## src/pkg/hmpic_pkg.sv

```systemverilog
// constants, field layouts and codes of the host memory port input control block
package hmpic_pkg;
   // register indices and byte addresses
   localparam logic [7:0] MAC_IDX = 8'h02;
   localparam logic [7:0] ICR_IDX = 8'h03;
   localparam logic [7:0] ADDR_MAC = MAC_IDX << 2;
   localparam logic [7:0] ADDR_ICR = ICR_IDX << 2;
   localparam logic [7:0] ADDR_IRQ_STAT = 8'h10;
   localparam logic [7:0] ADDR_IRQ_MASK = 8'h14;
   localparam logic [7:0] ADDR_CANVAS = 8'h18;
   localparam logic [7:0] ADDR_STATE = 8'h1C;
   // reset values and mac write mask
   localparam logic [7:0] MAC_RST = 8'h00;
   localparam logic [7:0] ICR_RST = 8'h00;
   localparam logic [7:0] MAC_WMASK = 8'hF6;
   // field positions
   localparam int MAC_FMT_LSB = 6;
   localparam int MAC_RDIR_LSB = 4;
   localparam int MAC_WDIR_LSB = 1;
   localparam int ICR_POL_BIT = 7;
   localparam int ICR_DEB_BIT = 6;
   localparam int ICR_TRIG_LSB = 4;
   localparam int ICR_TEXT_BIT = 2;
   localparam int ICR_DEST_LSB = 0;
   // interrupt status bits
   localparam int IRQ_EXT_BIT = 0;
   localparam int IRQ_REFUSED_BIT = 1;
   // debounce span in oscillator clocks, one per pclk here
   localparam int DEB_OSC_CLOCKS = 1024;
   localparam logic [9:0] DEB_LAST = 10'(DEB_OSC_CLOCKS - 1);
   // trigger codes
   localparam logic [1:0] TRIG_LOW = 2'h0;
   localparam logic [1:0] TRIG_FALL = 2'h1;
   localparam logic [1:0] TRIG_HIGH = 2'h2;
   localparam logic [1:0] TRIG_RISE = 2'h3;
   // image data format codes
   localparam logic [1:0] FMT_MASK_ALL = 2'h2;
   localparam logic [1:0] FMT_MASK_EVEN = 2'h3;
   // destination codes and original direction code
   localparam logic [1:0] DEST_IMAGE = 2'h0;
   localparam logic [1:0] DEST_GAMMA = 2'h1;
   localparam logic [1:0] DEST_CURSOR = 2'h2;
   localparam logic [1:0] DEST_PALETTE = 2'h3;
   localparam logic [1:0] DIR_ORIGINAL = 2'h0;
   // apb slave states
   typedef enum logic [2:0] {
      APB_IDLE = 3'b001,
      APB_ACC = 3'b010,
      APB_RDY = 3'b100
   } hmpic_apb_e;
endpackage : hmpic_pkg

```

## src/pkg/hmpic_port_if.sv

```systemverilog
// memory data port request and answer between control and routing
`timescale 1ns/10ps
interface hmpic_port_if;
   logic req_valid;
   logic req_write;
   logic [15:0] req_data;
   logic req_odd;
   logic [1:0] dest;
   logic [1:0] fmt;
   logic wr_stb;
   logic rd_stb;
   logic refused;
   logic [15:0] wr_data;
   logic [1:0] be;
   modport ctrl (output req_valid, req_write, req_data, req_odd, dest, fmt,
                 input wr_stb, rd_stb, refused, wr_data, be);
   modport route (input req_valid, req_write, req_data, req_odd, dest, fmt,
                  output wr_stb, rd_stb, refused, wr_data, be);
endinterface : hmpic_port_if

```

## src/core/hmpic_debounce.sv

```systemverilog
// debounce filter for the external interrupt input
`timescale 1ns/10ps
module hmpic_debounce (
   // clock and reset
   input wire logic pclk,
   input wire logic presetn,
   // control and signal
   input wire logic enable,
   input wire logic raw_in,
   output logic clean_out
);
   logic [9:0] cnt_q, cnt_d;
   logic out_q, out_d;

   // new level accepted only after a full quiet span
   always_comb
   begin
      cnt_d = 10'h000;
      out_d = out_q;
      if (!enable)
         out_d = raw_in;
      else if (raw_in != out_q)
      begin
         if (cnt_q == hmpic_pkg::DEB_LAST)
            out_d = raw_in;
         else
            cnt_d = cnt_q + 10'h001;
      end
   end

   always_ff @(posedge pclk or negedge presetn)
   begin
      if (!presetn)
      begin
         cnt_q <= 10'h000;
         out_q <= 1'b0;
      end
      else
      begin
         cnt_q <= cnt_d;
         out_q <= out_d;
      end
   end

   assign clean_out = out_q;
endmodule : hmpic_debounce

```

## src/core/hmpic_route.sv

```systemverilog
// shapes memory data port accesses by format and destination
`timescale 1ns/10ps
module hmpic_route (
   // clock and reset
   input wire logic pclk,
   input wire logic presetn,
   // request and answer
   hmpic_port_if.route pif
);
   logic wr_q, wr_d, rd_q, rd_d, ref_q, ref_d;
   logic [15:0] data_q, data_d;
   logic [1:0] be_q, be_d;

   // byte lanes and refusal worked out per access
   always_comb
   begin
      wr_d = 1'b0;
      rd_d = 1'b0;
      ref_d = 1'b0;
      data_d = pif.req_data;
      be_d = 2'h3;
      if (pif.fmt == hmpic_pkg::FMT_MASK_ALL)
         be_d = 2'h1;
      else if (pif.fmt == hmpic_pkg::FMT_MASK_EVEN && !pif.req_odd)
         be_d = 2'h1;
      if (pif.dest != hmpic_pkg::DEST_IMAGE)
         be_d = 2'h1;
      if (pif.dest == hmpic_pkg::DEST_PALETTE && !pif.req_odd)
         data_d[7:4] = 4'h0;
      if (be_d == 2'h1)
         data_d[15:8] = 8'h00;
      if (pif.req_valid)
      begin
         if (pif.req_write)
            wr_d = 1'b1;
         else if (pif.dest == hmpic_pkg::DEST_CURSOR || pif.dest == hmpic_pkg::DEST_PALETTE)
            ref_d = 1'b1;
         else
            rd_d = 1'b1;
      end
   end

   always_ff @(posedge pclk or negedge presetn)
   begin
      if (!presetn)
      begin
         wr_q <= 1'b0;
         rd_q <= 1'b0;
         ref_q <= 1'b0;
         data_q <= 16'h0000;
         be_q <= 2'h0;
      end
      else
      begin
         wr_q <= wr_d;
         rd_q <= rd_d;
         ref_q <= ref_d;
         data_q <= data_d;
         be_q <= be_d;
      end
   end

   assign pif.wr_stb = wr_q;
   assign pif.rd_stb = rd_q;
   assign pif.refused = ref_q;
   assign pif.wr_data = data_q;
   assign pif.be = be_q;
endmodule : hmpic_route

```

## src/core/hmpic_top.sv

```systemverilog
// register bank and control of the host memory port and input control
`timescale 1ns/10ps
module hmpic_top (
   // clock and reset
   input wire logic pclk,
   input wire logic presetn,
   // apb slave
   input wire logic psel,
   input wire logic penable,
   input wire logic pwrite,
   input wire logic [7:0] paddr,
   input wire logic [31:0] pwdata,
   output logic [31:0] prdata,
   output logic pready,
   output logic pslverr,
   // external interrupt input and interrupt pin
   input wire logic external_interrupt_input,
   output logic intr_pin,
   // memory data port from the host bus
   input wire logic hp_valid,
   input wire logic hp_write,
   input wire logic [15:0] hp_data,
   // shaped access towards the memories
   output logic mem_wr,
   output logic mem_rd,
   output logic mem_refused,
   output logic [15:0] mem_data,
   output logic [1:0] mem_be,
   output logic [1:0] mem_dest,
   // decoded controls for the datapaths
   output logic [1:0] img_format,
   output logic [1:0] read_dir,
   output logic [1:0] write_dir,
   output logic text_mode
);
   hmpic_pkg::hmpic_apb_e st_q, st_d;
   logic [7:0] mac_q, mac_d, icr_q, icr_d;
   logic [1:0] stat_q, stat_d, mask_q, mask_d;
   logic linear_q, linear_d;
   logic [31:0] rdata_q, rdata_d;
   logic rdy_q, rdy_d, err_q, err_d;
   logic intr_q, intr_d;
   logic ext_prev_q, ext_prev_d, odd_q, odd_d;
   logic [1:0] dest_q, dest_d;
   logic [1:0] fmt_q, fmt_d, rdir_q, rdir_d, wdir_q, wdir_d;
   logic text_q, text_d;
   logic ext_clean, ext_event, wr_take, mapped, any_irq;
   logic [7:0] icr_view;
   hmpic_port_if port_if();

   // external interrupt conditioning
   hmpic_debounce u_deb (
      .pclk(pclk),
      .presetn(presetn),
      .enable(icr_q[hmpic_pkg::ICR_DEB_BIT]),
      .raw_in(external_interrupt_input),
      .clean_out(ext_clean)
   );

   // access shaping by format and destination
   hmpic_route u_route (
      .pclk(pclk),
      .presetn(presetn),
      .pif(port_if)
   );

   // request side of the port goes straight to routing
   assign port_if.req_valid = hp_valid;
   assign port_if.req_write = hp_write;
   assign port_if.req_data = hp_data;
   assign port_if.req_odd = odd_q;
   assign port_if.dest = dest_q;
   assign port_if.fmt = fmt_q;

   // text bit reads back as graphic while canvas is linear
   always_comb
   begin
      icr_view = icr_q;
      if (linear_q)
         icr_view[hmpic_pkg::ICR_TEXT_BIT] = 1'b0;
   end

   // trigger type selects level or edge on the conditioned input
   always_comb
   begin
      case (icr_q[hmpic_pkg::ICR_TRIG_LSB +: 2])
         hmpic_pkg::TRIG_LOW: ext_event = !ext_clean;
         hmpic_pkg::TRIG_FALL: ext_event = ext_prev_q && !ext_clean;
         hmpic_pkg::TRIG_HIGH: ext_event = ext_clean;
         hmpic_pkg::TRIG_RISE: ext_event = !ext_prev_q && ext_clean;
         default: ext_event = 1'b0;
      endcase
   end

   // address decode
   assign mapped = (paddr == hmpic_pkg::ADDR_MAC) || (paddr == hmpic_pkg::ADDR_ICR)
      || (paddr == hmpic_pkg::ADDR_IRQ_STAT) || (paddr == hmpic_pkg::ADDR_IRQ_MASK)
      || (paddr == hmpic_pkg::ADDR_CANVAS) || (paddr == hmpic_pkg::ADDR_STATE);
   assign wr_take = (st_q == hmpic_pkg::APB_RDY) && psel && penable && pwrite;

   // apb handshake: one wait cycle so read data is settled with pready
   always_comb
   begin
      st_d = st_q;
      rdy_d = 1'b0;
      err_d = 1'b0;
      rdata_d = 32'h0000_0000;
      case (st_q)
         hmpic_pkg::APB_IDLE:
         begin
            if (psel && !penable)
               st_d = hmpic_pkg::APB_ACC;
         end
         hmpic_pkg::APB_ACC:
         begin
            if (psel && penable)
            begin
               st_d = hmpic_pkg::APB_RDY;
               rdy_d = 1'b1;
               err_d = !mapped;
               if (!pwrite)
               begin
                  case (paddr)
                     hmpic_pkg::ADDR_MAC: rdata_d = {24'h000000, mac_q};
                     hmpic_pkg::ADDR_ICR: rdata_d = {24'h000000, icr_view};
                     hmpic_pkg::ADDR_IRQ_STAT: rdata_d = {30'h0000_0000, stat_q};
                     hmpic_pkg::ADDR_IRQ_MASK: rdata_d = {30'h0000_0000, mask_q};
                     hmpic_pkg::ADDR_CANVAS: rdata_d = {31'h0000_0000, linear_q};
                     hmpic_pkg::ADDR_STATE: rdata_d = {30'h0000_0000, odd_q, ext_clean};
                     default: rdata_d = 32'h0000_0000;
                  endcase
               end
            end
            else
               st_d = hmpic_pkg::APB_IDLE;
         end
         hmpic_pkg::APB_RDY:
         begin
            if (psel && !penable)
               st_d = hmpic_pkg::APB_ACC;
            else
               st_d = hmpic_pkg::APB_IDLE;
         end
         default: st_d = hmpic_pkg::APB_IDLE;
      endcase
   end

   // register writes; unmapped writes change nothing
   always_comb
   begin
      mac_d = mac_q;
      icr_d = icr_q;
      mask_d = mask_q;
      linear_d = linear_q;
      if (wr_take)
      begin
         case (paddr)
            hmpic_pkg::ADDR_MAC: mac_d = pwdata[7:0] & hmpic_pkg::MAC_WMASK;
            hmpic_pkg::ADDR_ICR: icr_d = pwdata[7:0];
            hmpic_pkg::ADDR_IRQ_MASK: mask_d = pwdata[1:0];
            hmpic_pkg::ADDR_CANVAS: linear_d = pwdata[0];
            default: mac_d = mac_q;
         endcase
      end
   end

   // sticky status: a new event beats a write-one clear in the same cycle
   always_comb
   begin
      stat_d = stat_q;
      if (wr_take && paddr == hmpic_pkg::ADDR_IRQ_STAT)
         stat_d = stat_q & ~pwdata[1:0];
      if (ext_event)
         stat_d[hmpic_pkg::IRQ_EXT_BIT] = 1'b1;
      if (port_if.refused)
         stat_d[hmpic_pkg::IRQ_REFUSED_BIT] = 1'b1;
   end

   // pin level from unmasked status and polarity bit
   assign any_irq = |(stat_q & mask_q);
   always_comb
   begin
      if (icr_q[hmpic_pkg::ICR_POL_BIT])
         intr_d = any_irq;
      else
         intr_d = !any_irq;
   end

   // word parity restarts whenever the control register is written,
   // so the first word after a destination change counts as even
   always_comb
   begin
      odd_d = odd_q;
      if (wr_take && paddr == hmpic_pkg::ADDR_ICR)
         odd_d = 1'b0;
      else if (hp_valid)
         odd_d = !odd_q;
      ext_prev_d = ext_clean;
   end

   // decoded controls; linear canvas turns off direction and text mode
   always_comb
   begin
      fmt_d = mac_q[hmpic_pkg::MAC_FMT_LSB +: 2];
      rdir_d = mac_q[hmpic_pkg::MAC_RDIR_LSB +: 2];
      wdir_d = mac_q[hmpic_pkg::MAC_WDIR_LSB +: 2];
      if (linear_q)
      begin
         rdir_d = hmpic_pkg::DIR_ORIGINAL;
         wdir_d = hmpic_pkg::DIR_ORIGINAL;
      end
      text_d = icr_view[hmpic_pkg::ICR_TEXT_BIT];
      dest_d = icr_q[hmpic_pkg::ICR_DEST_LSB +: 2];
   end

   // apb answer registers
   always_ff @(posedge pclk or negedge presetn)
   begin
      if (!presetn)
      begin
         st_q <= hmpic_pkg::APB_IDLE;
         rdata_q <= 32'h0000_0000;
         rdy_q <= 1'b0;
         err_q <= 1'b0;
      end
      else
      begin
         st_q <= st_d;
         rdata_q <= rdata_d;
         rdy_q <= rdy_d;
         err_q <= err_d;
      end
   end

   // software visible registers
   always_ff @(posedge pclk or negedge presetn)
   begin
      if (!presetn)
      begin
         mac_q <= hmpic_pkg::MAC_RST;
         icr_q <= hmpic_pkg::ICR_RST;
         mask_q <= 2'h0;
         linear_q <= 1'b0;
      end
      else
      begin
         mac_q <= mac_d;
         icr_q <= icr_d;
         mask_q <= mask_d;
         linear_q <= linear_d;
      end
   end

   // sticky interrupt status
   always_ff @(posedge pclk or negedge presetn)
   begin
      if (!presetn)
      begin
         stat_q <= 2'h0;
      end
      else
      begin
         stat_q <= stat_d;
      end
   end

   // pin resets to the idle level of a low-active line
   always_ff @(posedge pclk or negedge presetn)
   begin
      if (!presetn)
      begin
         intr_q <= 1'b1;
      end
      else
      begin
         intr_q <= intr_d;
      end
   end

   // word parity and last conditioned input
   always_ff @(posedge pclk or negedge presetn)
   begin
      if (!presetn)
      begin
         ext_prev_q <= 1'b0;
         odd_q <= 1'b0;
      end
      else
      begin
         ext_prev_q <= ext_prev_d;
         odd_q <= odd_d;
      end
   end

   // decoded controls, one cycle behind the registers
   always_ff @(posedge pclk or negedge presetn)
   begin
      if (!presetn)
      begin
         dest_q <= 2'h0;
         fmt_q <= 2'h0;
         rdir_q <= 2'h0;
         wdir_q <= 2'h0;
         text_q <= 1'b0;
      end
      else
      begin
         dest_q <= dest_d;
         fmt_q <= fmt_d;
         rdir_q <= rdir_d;
         wdir_q <= wdir_d;
         text_q <= text_d;
      end
   end

   // outputs, each from a flip-flop
   assign prdata = rdata_q;
   assign pready = rdy_q;
   assign pslverr = err_q;
   assign intr_pin = intr_q;
   assign mem_wr = port_if.wr_stb;
   assign mem_rd = port_if.rd_stb;
   assign mem_refused = port_if.refused;
   assign mem_data = port_if.wr_data;
   assign mem_be = port_if.be;
   assign mem_dest = dest_q;
   assign img_format = fmt_q;
   assign read_dir = rdir_q;
   assign write_dir = wdir_q;
   assign text_mode = text_q;
endmodule : hmpic_top

```

## config.mk

```make
export PLATFORM = sky130hd
export DESIGN_NAME = hmpic_top
export DESIGN_NICKNAME = d
export VERILOG_FILES = /design/src/pkg/hmpic_pkg.sv /design/src/pkg/hmpic_port_if.sv /design/src/core/hmpic_debounce.sv /design/src/core/hmpic_route.sv /design/src/core/hmpic_top.sv
export SDC_FILE = /design/constraint.sdc
export NUM_CORES = 1
export LEC_CHECK = 0
export BUFFER_PORTS_ARGS = -buffer_cell sky130_fd_sc_hd__buf_2
export CAP_MARGIN = 20
export CORE_ASPECT_RATIO = 0.7
export CORE_MARGIN = 8
export CORE_UTILIZATION = 35
export CTS_BUF_LIST = sky130_fd_sc_hd__clkbuf_16
export DETAILED_ROUTE_END_ITERATION = 16
export PLACE_DENSITY_LB_ADDON = 0.12
export SLEW_MARGIN = 20
export SYNTH_ARGS = -nofsm -noshare
export SYNTH_HDL_FRONTEND = slang
export SYNTH_HIERARCHICAL = 1
export SYNTH_SLANG_ARGS = --single-unit
```

## constraint.sdc

```tcl
create_clock -name pclk -period 2 [get_ports pclk]
set_input_delay 0.3 -clock pclk [delete_from_list [all_inputs] [get_ports pclk]]
set_output_delay 0.3 -clock pclk [all_outputs]
set_load 0.01 [all_outputs]
```

==> metrics.yaml <==
status: "finished clean"
gr-total-overflow: 0
fin_crit_sh: 0.9000
grt_usage: 0.1168
hold_path_class: "in -> reg"
synth_area_per_cell_um2: 13.03
die_area_um2: 13090
wl_per_cell_um: 15.55
yosys_warnings: 6
clock_latency_ns: 0.33
clock-sinks: 76
maxSlewHeadroom: 0.6181
peakVddDrop_v: 0.0004475
cp_slowest_cell: "or4bb_1"
cts_tree: "yes"
gp_congestion: 0.7661
hold_viol_final: 0
netlist.area_leader.share: 0.5486
gr-usage-met2: 0.1653
antenna_found_initial: 0
cp-start-kind: "register"
p_total_w: 0.003290
grt_pass1_wl_um: 12410
max_stage_delay_ns: 0.57
numPortBuffers: 80
yosysTopAreaCell: "dfrtp_1"
hold_ws_ns: 0.07393
ctsResizeCount: 0
fmax_mhz: 555.5
vias: 2231
regArea_um2: 1904
cts.htree.levels: 3
crit_cells: 4
via_per_inst: 4.600
ys_seq_area_frac: 0.5641
hold_path_depth: 1
finalNetCount: 417
r2r-start: "st_q[1]"
clock_skew_ns: 0.005227
dieWidth_um: 133.4
end_kind: "register"
min-delay-start: "hp_data[2]"
min_period_ns: 1.800
path_buf_inv: 1
synth_cell_types: 57
cts_buffer_depth: 2
clock_tree.root_cell: "clkbuf_16"
path_class: "reg -> reg"
n_fill_cell: 961
grt_max_degree: 55
crit_required_ns: 2.21
fp.dieH_um: 98.17
grt_use_met1: 0.1579
rsz0062_at_grt: "false"
first_global_vias: 2345
setup_ws_ns: 0.2000
post_cts_buffers: 0
min_to: "u_route/pif.wr_data[2]"
power_density_nw_per_um2: 790.8
ant_nets: 0
synth-edff-count: 0
totalWireLength_um: 7543
r2r_slack_ns: 0.20
pin_count: 129
route.detailed.drc: 0
first_pass_iters: 4
busiest_layer: "met2"
drt_iter0_markers: 150
crit_fanout: 7
ff2ff_path_depth: 4
worstPathArrival_ns: 2.01
layout_common_cells: "79 x buf_2, 74 x dfrtp_1, 25 x conb_1"
cts_buffers: 9
layout_commonest_cell: "buf_2"
leakagePower_nw: 2.004
fin_util: 0.4364
maxSlewViolCount: 0
synth_ff_type: "dfrtp_1"
cpLargestDelayFamily: "simple AND/OR/NAND/NOR gates"
finalSetupTns_ns: 0
async_flop_share: 1.000
rows: 30
maxCapViolations: 0
syn2layout_area_growth_pct: 23.24
multi_input_area_um2: 1315
netlist_area_um2: 3376
worstMarginPinSlew_ns: 0.5729
start_util: 0.3541
place_hpwl_um: 5545
netlist_instances: 259
setup_viol_count_final: 0
path_cells: "or4bb_1 > nor4_4 > buf_4 > mux2_2"
drive_gt1_frac: 0.4258
r2r-end: "mac_q[7]"
core_area_um2: 9534
preCtsSetupSlack_ns: 0.05919
synth-seq-cells: 76
synthTopCellsByArea: "dfrtp_1 55%, mux2_2 7.3%, buf_4 5.6%"
antennaDiodeCount: 0
met3_usage: 0.04821
cts.clk_slew.worst_paths_ns: 0.06
[worst reg2reg max path: cells and delay by family, from the launching register on]
kind | cells | cell delay [ns]
AND/OR/NAND/NOR | 2 | 0.72
buffers and inverters | 1 | 0.20
flip-flops | 1 | 0.42
multiplexers | 1 | 0.34
[how the worst max path moves through the flow]
stage	startpoint	endpoint	slack (ns)
6_report	st_q[1]	mac_q[7]	0.20
5_1_grt	st_q[1]	mac_q[2]	0.11
4_1_cts	st_q[1]	mac_q[7]	0.20
3_5_place_dp	paddr[4]	icr_q[6]	0.06
3_3_place_gp	paddr[4]	icr_q[7]	0.08
2_1_floorplan	paddr[4]	icr_q[0]	0.07
[per-layer routing]
layer | share of wire | up-vias
li1 | - | 1084
met1 | 0.50 | 1069
met2 | 0.43 | 72
met3 | 0.066 | 6
met4 | 0.0072 | 0
met5 | 0 | -
[report_power, final]
part	internal, W	switching (W)	leakage (nW)
Combinational	0.000100	0.000125	0.883
Clock	0.000832	0.000629	0.131
Sequential	0.00157	0.0000294	0.990
Total	0.00251	0.000784	2.00
[layout make-up]
cell class	count	share of cell area
Clock inverter	7	0.01053
Sequential cell	76	0.4577
Timing Repair Buffer	91	0.1203
Clock buffer	9	0.05414
Multi-Input combinational cell	171	0.3161
Inverter	3	0.002707
Tap cell	128	0.03850
[flip-flops by register name, summed over array words and instances, names as in the netlist, 2 cells and up]
signal and flops:
u_deb/cnt_q 10, img_format 2, icr_q 8, mem_dest 2, u_route/pif.wr_data 16, mask_q 2, st_q 3, write_dir 2
mac_q 6, u_route/pif.be 2, read_dir 2, stat_q 2, prdata 8
[cell families (layout without fill, tap and decap cells)]
family / Yosys count / after routing / share of synthesized area
DFF: 76 / 76 / 0.5641
and+or+nand+nor: 85 / 85 / 0.1931
other: 2 / 25 / 0.002225
AOI/OAI and AO/OA: 26 / 26 / 0.05856
adders and majority gates: 1 / 1 / 0.003706
muxes: 27 / 27 / 0.08821
buffers and inverters: 35 / 110 / 0.07190
xor gates and xnor gates: 7 / 7 / 0.01816
[repair_timing]
item,CTS,global route
setup endpoints to repair,0,0
hold endpoints to repair,21,0
hold buffers,1,0
[metrics by stage]
step | cell area (µm²) | cells
final | 4160 | 485
after global routing | 4160 | 485
after CTS | 4160 | 485
after detailed placement | 3881 | 468
after global placement | 3881 | 468
after floorplan | 3462 | 282
[synthesized netlist by cell type, drive strengths merged, types with 4 or more instances]
cell type   n
xor2        4
nor2b       7
nor2       12
mux2i       5
a21oi       4
buf        28
nor3        7
nor4        4
clkbuf      4
nand3       5
dfrtp      74
nor4b       9
and2        6
or4b        6
mux2       22
nand2       5
Note: power is estimated with default switching activity, not from simulation.
